`config.mk`:
```
export PLATFORM = sky130hd
export DESIGN_NAME = dopc_out_path
export DESIGN_NICKNAME = d
export VERILOG_FILES = /design/src/dopc_gain_ramp.v /design/src/dopc_out_path.v
export VERILOG_INCLUDE_DIRS = /design/src
export SDC_FILE = /design/constraint.sdc
export NUM_CORES = 1
export LEC_CHECK = 0
export ABC_AREA = 1
export BUFFER_PORTS_ARGS = -buffer_cell sky130_fd_sc_hd__buf_4
export CAP_MARGIN = 30
export CORE_MARGIN = 2
export CORE_UTILIZATION = 50
export CTS_CLUSTER_SIZE = 25
export DETAILED_ROUTE_END_ITERATION = 6
export PLACE_DENSITY = 0.76
export SLEW_MARGIN = 0
export SYNTH_ARGS = -nofsm -noshare
export SYNTH_HDL_FRONTEND = slang
export SYNTH_SLANG_ARGS = --single-unit
```
`constraint.sdc`:
```
create_clock -name ref_clk -period 2.2 [get_ports ref_clk]
set_input_delay 0.11 -clock ref_clk [delete_from_list [all_inputs] [get_ports ref_clk]]
set_output_delay 0.11 -clock ref_clk [all_outputs]
set_load 0.01 [all_outputs]
```
`src/dopc_regs.vh`:
```
`ifndef DOPC_REGS_VH
`define DOPC_REGS_VH
// ==========================================================
// register offsets
`define DOPC_LEFT_CTRL_ADDR    8'h20
`define DOPC_RIGHT_CTRL_ADDR   8'h21
`define DOPC_COEF_VALUE_ADDR   8'h29
`define DOPC_COEF_INDEX_ADDR   8'h2A
`define DOPC_GAIN_LEFT_ADDR    8'h40
`define DOPC_GAIN_RIGHT_ADDR   8'h41
// ==========================================================
// path control field positions
`define DOPC_ENABLE_BIT        7
`define DOPC_MUTE_BIT          6
`define DOPC_RAMP_BIT          5
`define DOPC_FINE_BIT          4
`define DOPC_BIQUAD_BIT        3
`define DOPC_CTRL_MASK         8'hF8
// ==========================================================
// reset values
`define DOPC_CTRL_RESET        8'h40
`define DOPC_COEF_RESET        8'h00
`define DOPC_GAIN_RESET        8'h00
// ==========================================================
// timing: one audio sample period at 48 kHz from 20 MHz
`define DOPC_SAMPLE_RATE_HZ    48000
`define DOPC_CLK_HZ            20000000
`define DOPC_SAMPLE_CYCLES     (`DOPC_CLK_HZ / `DOPC_SAMPLE_RATE_HZ)
`define DOPC_FINE_SUBSTEPS     4
`define DOPC_COEF_COUNT        64
`endif
```
`src/dopc_gain_ramp.v`:
```
`timescale 1ns/1ps
`default_nettype none
`include "dopc_regs.vh"
// ==========================================================
// per-channel gain ramp: applies a target at once or steps toward it
module dopc_gain_ramp (
  input  wire       ref_clk,
  input  wire       rstn,
  input  wire       sample_tick,
  input  wire       ramp_on,
  input  wire       fine_on,
  input  wire [7:0] target,
  output reg  [7:0] gain,
  output reg  [1:0] fine_phase
);
  wire fine_mode;
  wire step_now;
  // subrange only matters while ramping
  assign fine_mode = ramp_on & fine_on;
  // in fine mode a coarse step is taken only after all substeps
  assign step_now  = sample_tick & (~fine_mode | (fine_phase == 2'h3));

  // ==========================================================
  // gain tracking
  always @(posedge ref_clk) begin
    if (!rstn) begin
      gain       <= `DOPC_GAIN_RESET;
      fine_phase <= 2'h0;
    end else if (!ramp_on) begin
      gain       <= target;
      fine_phase <= 2'h0;
    end else if (gain == target) begin
      fine_phase <= 2'h0;
    end else begin
      if (sample_tick && fine_mode)
        fine_phase <= fine_phase + 2'h1;
      if (step_now) begin
        if (gain < target)
          gain <= gain + 8'h01;
        else
          gain <= gain - 8'h01;
      end
    end
  end
endmodule // dopc_gain_ramp
`default_nettype wire

```
`src/dopc_out_path.v`:
```
`timescale 1ns/1ps
`default_nettype none
`include "dopc_regs.vh"
// ==========================================================
// left and right playback path control registers
// gain targets and coefficient bytes share the same strobes
// a write or a read is taken on one ref_clk edge
module dopc_out_path (
  input  wire        ref_clk,
  input  wire        rstn,
  input  wire        reg_wr,
  input  wire        reg_rd,
  input  wire [7:0]  reg_addr,
  input  wire [7:0]  reg_wdata,
  output reg  [7:0]  reg_rdata,
  output reg         left_path_enable,
  output reg         right_path_enable,
  output reg         left_path_mute,
  output reg         right_path_mute,
  output reg         left_biquad_select,
  output reg         right_biquad_select,
  output reg  [7:0]  left_gain,
  output reg  [7:0]  right_gain,
  output reg         coef_wr,
  output reg  [5:0]  coef_wr_index,
  output reg  [15:0] coef_wr_word
);
  // divider length, cut on purpose to the 10-bit counter; it fits
  localparam [31:0] SAMPLE_FULL   = `DOPC_SAMPLE_CYCLES;
  localparam [9:0]  SAMPLE_CYCLES = SAMPLE_FULL[9:0];
  localparam integer CHANNELS     = 2;

  // ==========================================================
  // internal state and wiring
  reg  [7:0]  left_ctrl;
  reg  [7:0]  right_ctrl;
  reg  [7:0]  gain_target_l;
  reg  [7:0]  gain_target_r;
  reg  [7:0]  coef_byte_value;
  reg  [5:0]  coef_byte_index;
  // an even and an odd byte index share one 16-bit coefficient
  reg  [15:0] coef_mem [0:`DOPC_COEF_COUNT/2-1];
  reg  [9:0]  tick_cnt;
  reg         sample_tick;
  wire [7:0]  gain_l;
  wire [7:0]  gain_r;
  wire [1:0]  ramp_bits;
  wire [1:0]  fine_bits;
  wire [15:0] target_bus;
  wire [15:0] gain_bus;
  wire        index_wr;
  wire [4:0]  word_sel;
  reg  [15:0] next_word;
  reg  [7:0]  next_rdata;

  // ==========================================================
  // sample period divider
  // the tick rounds the period down, a small rate error traded for one counter
  always @(posedge ref_clk) begin
    if (!rstn) begin
      tick_cnt    <= 10'h000;
      sample_tick <= 1'b0;
    end else if (tick_cnt == SAMPLE_CYCLES - 10'h001) begin
      tick_cnt    <= 10'h000;
      sample_tick <= 1'b1;
    end else begin
      tick_cnt    <= tick_cnt + 10'h001;
      sample_tick <= 1'b0;
    end
  end

  // ==========================================================
  // register writes; reserved low bits are never stored
  // the gain registers hold targets; the ramps decide the applied gain
  always @(posedge ref_clk) begin
    if (!rstn) begin
      left_ctrl       <= `DOPC_CTRL_RESET;
      right_ctrl      <= `DOPC_CTRL_RESET;
      gain_target_l   <= `DOPC_GAIN_RESET;
      gain_target_r   <= `DOPC_GAIN_RESET;
      coef_byte_value <= `DOPC_COEF_RESET;
      coef_byte_index <= 6'h00;
    end else if (reg_wr) begin
      case (reg_addr)
        `DOPC_LEFT_CTRL_ADDR:  left_ctrl       <= reg_wdata & `DOPC_CTRL_MASK;
        `DOPC_RIGHT_CTRL_ADDR: right_ctrl      <= reg_wdata & `DOPC_CTRL_MASK;
        `DOPC_GAIN_LEFT_ADDR:  gain_target_l   <= reg_wdata;
        `DOPC_GAIN_RIGHT_ADDR: gain_target_r   <= reg_wdata;
        `DOPC_COEF_VALUE_ADDR: coef_byte_value <= reg_wdata;
        `DOPC_COEF_INDEX_ADDR: coef_byte_index <= reg_wdata[5:0];
        default: ;
      endcase
    end
  end

  // ==========================================================
  // coefficient commit: the index write merges the held byte
  // the odd and even index of a pair select the same stored word
  assign index_wr = reg_wr && (reg_addr == `DOPC_COEF_INDEX_ADDR);
  assign word_sel = reg_wdata[5:1];

  always @* begin
    next_word = coef_mem[word_sel];
    if (reg_wdata[0])
      next_word[15:8] = coef_byte_value;
    else
      next_word[7:0] = coef_byte_value;
  end

  // memory has no reset; software loads every coefficient it uses,
  // so the first half of a word to land shows its other byte unknown
  always @(posedge ref_clk) begin
    if (rstn && index_wr)
      coef_mem[word_sel] <= next_word;
  end

  // commit report to the filter: one pulse with the merged word
  always @(posedge ref_clk) begin
    if (!rstn) begin
      coef_wr       <= 1'b0;
      coef_wr_index <= 6'h00;
      coef_wr_word  <= 16'h0000;
    end else begin
      coef_wr <= index_wr;
      if (index_wr) begin
        coef_wr_index <= {word_sel, 1'b0};
        coef_wr_word  <= next_word;
      end
    end
  end

  // ==========================================================
  // gain ramps, one per channel; channel 0 is left, in the low bits
  assign ramp_bits  = {right_ctrl[`DOPC_RAMP_BIT], left_ctrl[`DOPC_RAMP_BIT]};
  assign fine_bits  = {right_ctrl[`DOPC_FINE_BIT], left_ctrl[`DOPC_FINE_BIT]};
  assign target_bus = {gain_target_r, gain_target_l};

  genvar ch;
  generate
    for (ch = 0; ch < CHANNELS; ch = ch + 1) begin : g_chan
      // the ramp phase stays inside; only the applied gain leaves
      dopc_gain_ramp dopc_gain_ramp_inst (
        .ref_clk     (ref_clk),
        .rstn        (rstn),
        .sample_tick (sample_tick),
        .ramp_on     (ramp_bits[ch]),
        .fine_on     (fine_bits[ch]),
        .target      (target_bus[ch*8 +: 8]),
        .gain        (gain_bus[ch*8 +: 8]),
        .fine_phase  ()
      );
    end
  endgenerate

  assign gain_l = gain_bus[7:0];
  assign gain_r = gain_bus[15:8];

  // ==========================================================
  // registered path outputs, left channel; one flop so nothing glitches
  always @(posedge ref_clk) begin
    if (!rstn) begin
      left_path_enable   <= 1'b0;
      left_path_mute     <= 1'b1;
      left_biquad_select <= 1'b0;
      left_gain          <= `DOPC_GAIN_RESET;
    end else begin
      left_path_enable   <= left_ctrl[`DOPC_ENABLE_BIT];
      left_path_mute     <= left_ctrl[`DOPC_MUTE_BIT];
      left_biquad_select <= left_ctrl[`DOPC_BIQUAD_BIT];
      left_gain          <= gain_l;
    end
  end

  // registered path outputs, right channel
  always @(posedge ref_clk) begin
    if (!rstn) begin
      right_path_enable   <= 1'b0;
      right_path_mute     <= 1'b1;
      right_biquad_select <= 1'b0;
      right_gain          <= `DOPC_GAIN_RESET;
    end else begin
      right_path_enable   <= right_ctrl[`DOPC_ENABLE_BIT];
      right_path_mute     <= right_ctrl[`DOPC_MUTE_BIT];
      right_biquad_select <= right_ctrl[`DOPC_BIQUAD_BIT];
      right_gain          <= gain_r;
    end
  end

  // ==========================================================
  // read mux; reserved and unmapped bits read zero
  // a read has no side effect on any register
  always @* begin
    case (reg_addr)
      `DOPC_LEFT_CTRL_ADDR:  next_rdata = left_ctrl;
      `DOPC_RIGHT_CTRL_ADDR: next_rdata = right_ctrl;
      `DOPC_COEF_VALUE_ADDR: next_rdata = coef_byte_value;
      `DOPC_COEF_INDEX_ADDR: next_rdata = {2'h0, coef_byte_index};
      `DOPC_GAIN_LEFT_ADDR:  next_rdata = gain_l;
      `DOPC_GAIN_RIGHT_ADDR: next_rdata = gain_r;
      default:               next_rdata = 8'h00;
    endcase
  end

  // read-back, one cycle after reg_rd, then held for slow masters
  // with both strobes in one cycle the read sees the old value
  always @(posedge ref_clk) begin
    if (!rstn)
      reg_rdata <= 8'h00;
    else if (reg_rd)
      reg_rdata <= next_rdata;
  end
endmodule // dopc_out_path
`default_nettype wire

```
; ---- After elaboration in Yosys (flattened, before gate mapping)
; Memory sizes are Yosys's and may differ from the RTL's.
; Index checks and enable logic that the tools add are counted.
[totals]
inputBits = 20
wordCells = 89
reg_bits = 123
ram_bits = 512
mem_count = 1
[mem_list]
columns = memory, depth, width, read_ports, rd_clocked_by_memory_dff, wr, line_no
row1 = coef_mem, 32, 16, 1, 0, 1, dopc_out_path.v:42  ; reg [15:0] coef_mem [0:`DOPC_COEF_COUNT/2-1];
[op_classes]
n_eq_ne = 15
n_addsub = 7
n_reduce_logical = 15
mux = 14
n_bitwise = 11
magnitude_cmp = 2
[op_table]
columns = operator, count
row1 = 8-bit two-way mux, 10
row2 = 8-bit one-hot mux with 6 select lines, 1
row3 = 8-bit by 6-bit == test with 1-bit output (second input constant), 4
row4 = 8-bit by 1-bit adder with 8-bit output (second input constant), 2
row5 = 8-bit by 7-bit == test with 1-bit output (second input constant), 2
row6 = 8-bit == test, 2
row7 = 8-bit less-than comparator, 2
row8 = 2-bit AND reduction, 8
row9 = 8-bit by 1-bit subtractor with 8-bit output (second input constant), 2
row10 = 10-bit by 1-bit adder with 10-bit output (second input constant), 1
row11 = 10-bit by 9-bit == test with 1-bit output (second input constant), 1
row12 = 3-bit OR reduction, 2
row13 = 1-bit inverter, 5
row14 = 2-bit by 1-bit adder with 2-bit output (second input constant), 2
row15 = 1-bit bitwise AND, 4
row16 = 2-bit == test (second input constant), 2
row17 = 1-bit logical AND, 4
row18 = 2-bit by 1-bit != test with 1-bit output (second input constant), 2
row19 = 2-bit != test (second input constant), 2
row20 = 1-bit two-way mux, 3
row21 = 1-bit bitwise OR, 2
row22 = 2-bit OR reduction, 1

; ---- Logic depth before layout (Yosys ltp)
[depth]
word_depth = 7
ltp_mapped = 18
mapped_depth_nobuf = 18

; ---- By module
; Synthesis repeated with hierarchy kept, for this count alone.
[hier_totals]
hier_cells = 2786
hier_area_um2 = 26950.8
[modules_own_cells]
columns = module, n_inst, area_per_inst_um2, cells_per_inst, seq_area_each_um2
row1 = dopc_out_path, 1, 25071.5, 2516, 17336.6
row2 = dopc_gain_ramp, 2, 939.7, 135, 200.2

; ---- Worst setup path before layout
; No wires, ideal clock.
[synth_timing]
kind = reg-to-reg
from = register g_chan[0].dopc_gain_ramp_inst.gain[5]
to = register g_chan[0].dopc_gain_ramp_inst.gain[6]
synth_period_minus_slack_ns = 2.403
required_time_ns = 2.068
t_arrival_ns = 2.271
path_slack_ns = -0.203
setup_time_ns = 0.132
stages_incl_launch_ff = 13
cell_sequence = dfxtp_1 > ha_1 > a21oi_1 > nor2_1 > nor2_1 > nand2_1 > ha_1 > a21o_1 > nand2_1 > nand3_1 > or2_2 > nand3_1 > a21oi_1
[synth_between]
elab_chain_cells = 5
word_cells_on_any_way = 10
classes_between = add/sub: 2 / order compare: 1 / eq/ne: 2 / mux: 4 / reduce/logical: 1
[synth_lines]
columns = item, line_no
row1 = from (decl), dopc_gain_ramp.v:13  ; output reg [7:0] gain,
row2 = from (signal assigned), dopc_gain_ramp.v:27  ; gain <= `DOPC_GAIN_RESET;
row3 = from (signal assigned), dopc_gain_ramp.v:30  ; gain <= target;
row4 = from (signal assigned), dopc_gain_ramp.v:39  ; gain <= gain + 8'h01;
row5 = 8-bit by 1-bit subtractor with 8-bit output (tied with other cells), dopc_gain_ramp.v:41  ; gain <= gain - 8'h01;
row6 = 8-bit two-way mux, dopc_gain_ramp.v:38  ; if (gain < target)
row7 = 8-bit two-way mux, dopc_gain_ramp.v:37  ; if (step_now) begin
row8 = 8-bit two-way mux, dopc_gain_ramp.v:32  ; end else if (gain == target) begin
row9 = 8-bit two-way mux, dopc_gain_ramp.v:29  ; end else if (!ramp_on) begin
; Parallel ways exist; a longest one is shown, timed or not. The select of a mux whose other input is x is not followed.
; A chain may end at the register's enable or synchronous reset.

; ---- Worst setup path after layout
[layout_timing]
from = register gain_target_l[5]
to = register g_chan[0].dopc_gain_ramp_inst.gain[6]
[layout_between]
elab_chain_cells = 5
word_cells_on_any_way = 8
classes_between = order compare: 1 / eq/ne: 2 / mux: 4 / reduce/logical: 1
[layout_lines]
columns = item, line_no
row1 = from (decl), dopc_out_path.v:37  ; reg [7:0] gain_target_l;
row2 = from (signal assigned), dopc_out_path.v:79  ; gain_target_l <= `DOPC_GAIN_RESET;
row3 = from (signal assigned), dopc_out_path.v:87  ; `DOPC_GAIN_LEFT_ADDR: gain_target_l <= reg_wdata;
row4 = 8-bit less-than comparator, dopc_gain_ramp.v:38
row5 = 8-bit two-way mux, dopc_gain_ramp.v:38
row6 = 8-bit two-way mux, dopc_gain_ramp.v:37
row7 = 8-bit two-way mux, dopc_gain_ramp.v:32
row8 = 8-bit two-way mux, dopc_gain_ramp.v:29
row9 = to (signal assigned), dopc_gain_ramp.v:30
row10 = to (signal assigned), dopc_gain_ramp.v:39
row11 = to (signal assigned), dopc_gain_ramp.v:41
; Parallel ways exist; a longest one is shown, timed or not. The select of a mux whose other input is x is not followed.

==> flow_summary.json <==
{
  "reg2regPathDepth": 12,
  "grt_overflow": 0,
  "dp_slack_ns": -0.2471,
  "r2r-end": "g_chan[0].dopc_gain_ramp_inst.gain[6]",
  "cts_made_buffers": 60,
  "clkLatencyLatePin_ns": 0.64,
  "io-pin-count": 73,
  "dp_hpwl_um": 45520,
  "initial_core_util_pct": 50.67,
  "crit_type": "reg2reg",
  "worst_pin_slew_ns": 0.6423,
  "wire_per_inst_um": 19.11,
  "fin_nets": 3075,
  "r2r_slack_ns": 0.001,
  "period_share_pct": 99.94,
  "netlist_area_um2": 27320,
  "hold_viol": 0,
  "p_int_mw": 19.53,
  "antenna_found_initial": 0,
  "setup_violations": 0,
  "finalWeightedCongestion": 0.9349,
  "area_growth_syn_to_layout_pct": 19.96,
  "via_per_inst": 5.413,
  "max_freq_ghz": 0.4548,
  "first_pass_iters": 6,
  "pwr-share-seq_pct": 51.5,
  "power_frac_comb_pct": 7.1,
  "grt_pass1_vias": 19871,
  "die_w_um": 237.8,
  "grt_max_degree": 69,
  "syn_nets": 2839,
  "critPathMaxFanout": 8,
  "synth_ff_type": "edfxtp_1",
  "drt_iter0_drc": 2161,
  "htreeDepth": 2,
  "cts_buffer_depth": 3,
  "synth_area_per_cell_um2": 9.813,
  "worstReg2RegStart": "gain_target_l[5]",
  "vias": 20381,
  "ant_nets": 0,
  "holdPathEnd": "reg_rdata[4]",
  "p_per_area_nw_per_um2": 770.2,
  "endpoint_kind": "flip-flop",
  "ys_warn_count": 0,
  "cts.sinks": 630,
  "io_buffers": 71,
  "layout-drive-gt1-share_pct": 18.15,
  "synth_seq_cells": 630,
  "coreArea_um2": 53920,
  "hold_path_class": "in2reg",
  "critPathLaunchType": "flip-flop",
  "diodes": 0,
  "switching_share_pct": 22.64,
  "min_from": "reg_addr[3]",
  "period_needed_ns": 2.199,
  "clock_power_share_pct": 41.4,
  "clkSlewWorstSetupHoldPaths_ns": 0.07,
  "static-leakage-power_nw": 13.81,
  "drt_wl_total_um": 71950,
  "status": "finished clean",
  "track_usage_pct": 25.39,
  "p_total_mw": 25.24,
  "hold_depth": 5,
  "dieArea_um2": 56530,
  "synth-edff-count": 512,
  "rsz0062_at_grt": "yes",
  "synth_cell_types": 45,
  "cts_tree": "yes",
  "root_buffer": "clkbuf_16",
  "drv_slew": 0,
  "ir_drop_v": 0.0008781,
  "ys_async_sr_fraction_pct": 0,
  "slew_headroom_pct": 57.18,
  "switchingPower_mw": 5.713,
  "worstPathArrival_ns": 2.72,
  "num_rows": 85,
  "die_y_um": 237.8,
  "worst_slack_ns": 0.001253,
  "maxCapViolations": 0,
  "drc": 0,
  "critPathRequiredTime_ns": 2.72,
  "grt_first_pass_wirelength_um": 110000,
  "seq_area_frac_synth_pct": 64.92,
  "netlist_instances": 2784,
  "skew_ns": 0.02244
}
worst max path at each step:
stage / start / end / slack (ns) / cells after the start
6_report: gain_target_l[5] / g_chan[0].dopc_gain_ramp_inst.gain[6] / 0.001 / 12
5_1_grt: gain_target_r[4] / g_chan[1].dopc_gain_ramp_inst.gain[5] / -0.17 / 13
4_1_cts: gain_target_l[7] / g_chan[0].dopc_gain_ramp_inst.gain[6] / 0.001 / 13
3_5_place_dp: gain_target_l[5] / g_chan[0].dopc_gain_ramp_inst.gain[7] / -0.25 / 15
3_3_place_gp: gain_target_l[5] / g_chan[0].dopc_gain_ramp_inst.gain[7] / -0.23 / 15
2_1_floorplan: g_chan[0].dopc_gain_ramp_inst.gain[5] / g_chan[0].dopc_gain_ramp_inst.gain[6] / -0.07 / 13
power groups by stage:
stage	clock [mW]	sequential (mW)	combinational, mW
final	10.5	13.0	1.79
after global routing	11.0	13.0	1.92
after CTS	10.6	13.0	1.76
after detailed placement	0	13.2	1.72
after global placement	0	13.2	1.68
after floorplan	0	13.3	0.934
cells in the final DEF (no fill, tap or decap), types with 6 or more instances in the layout:
cell type	n
a21oi_1	62
a21oi_2	27
a22oi_1	7
a31oi_1	10
buf_12	48
buf_4	233
bufinv_16	7
clkbuf_1	17
clkbuf_16	61
clkinv_1	6
clkinv_2	10
dfxtp_1	98
dfxtp_2	20
dlygate4sd3_1	9
edfxtp_1	512
ha_1	11
ha_4	21
inv_1	123
inv_2	18
nand2_1	1393
nand2_2	30
nand2_4	6
nand3_1	58
nand3_2	21
nor2_1	98
nor2_4	6
nor3_4	7
o21ai_0	61
o22ai_1	9
xor2_1	6
timing repair:
item / CTS / global route
buffers inserted: 12 / 5
hold endpoints to repair: 47 / 0
hold buffers: 9 / 0
pin swaps: 28 / 40
gates cloned: 1 / 0
gates resized for setup: 56 / 56
endpoints found under the setup margin: 9 / 14
worst max-delay path, stage by stage, from the launching register on:
cell and delay [ns]:
dfxtp_2 0.33, inv_1 0.06, ha_4 0.22, a21oi_4 0.14
nor2_4 0.05, nor2_4 0.16, nand2_8 0.12, fa_2 0.43
nand4_1 0.11, nand3_2 0.10, or2_4 0.25, nand3_2 0.06
a21oi_2 0.05
stage by stage:
| step | hold WS (ns) | utilization [%] | instances | cell area [µm²] | setup TNS, ns |
|---|---|---|---|---|---|
| 2_1_floorplan | 0.2404 | - | 2784 | 27380 | -0.1967 |
| 3_3_place_gp | 0.3917 | 55.78 | 3627 | 30080 | -0.8706 |
| 3_5_place_dp | 0.4117 | 55.78 | 3627 | 30080 | -1.237 |
| 4_1_cts | 0.01447 | 60.35 | 3760 | 32540 | 0 |
| 5_1_grt | 0.05248 | 60.78 | 3765 | 32770 | -1.089 |
| 6_report | 0.03104 | 60.78 | 3765 | 32770 | 0 |
Yosys cell counts (all sizes together) (3+ instances only):
master / count / area, µm²
a211oi: 5 / 37.54
a21o: 4 / 30.03
a21oi: 90 / 506.7
a22oi: 7 / 52.55
a31oi: 11 / 68.82
buf: 103 / 726.9
clkbuf: 19 / 71.32
dfxtp: 118 / 2362
edfxtp: 512 / 15370
ha: 33 / 412.9
inv: 146 / 563.0
nand2: 1429 / 5416
nand3: 79 / 465.4
nand4: 5 / 31.28
nor2: 110 / 449.2
nor3: 13 / 148.9
nor3b: 3 / 22.52
o21ai: 61 / 305.3
o22ai: 9 / 56.30
or2: 6 / 37.54
xnor2: 3 / 26.28
xor2: 6 / 52.55
logic make-up after synthesis:
logic type	count (synthesis)	share of synthesized area [%]
AOI/OAI and AO/OA	190	3.952
DFF	630	64.92
buffers and inverters	270	5.015
and+or+nand+nor	1649	24.15
xor gates and xnor gates	9	0.2885
other	1	0.01373
adders and majority gates	35	1.658
state kept, by name, indices dropped and copies added, names as in the netlist, 4 cells and up:
name,count
coef_mem,512
coef_wr_word,16
g_chan.dopc_gain_ramp_inst.gain,16
tick_cnt,10
coef_byte_value,8
gain_target_l,8
gain_target_r,8
left_gain,8
reg_rdata,8
right_gain,8
coef_byte_index,6
left_ctrl,5
right_ctrl,5
g_chan.dopc_gain_ramp_inst.fine_phase,4
area by class of cell:
class,count,area (µm²)
flip-flops and latches,630,17760
repair buffers,295,2856
well taps,696,870.8
clock buffers,80,1609
clock inverters,31,369.1
fillers,4182,21150
inverters,148,574.3
multi-input cells,1885,8731
layer usage:
layer	track usage [%]	vias to the layer above	routed length [µm]
met2	43.32	935	35020
li1	-	9550	-
met5	0	-	0
met4	10.90	0	3033
met3	4.146	182	6128
met1	32.12	9714	27760
Note: power is estimated with default switching activity, not from simulation.
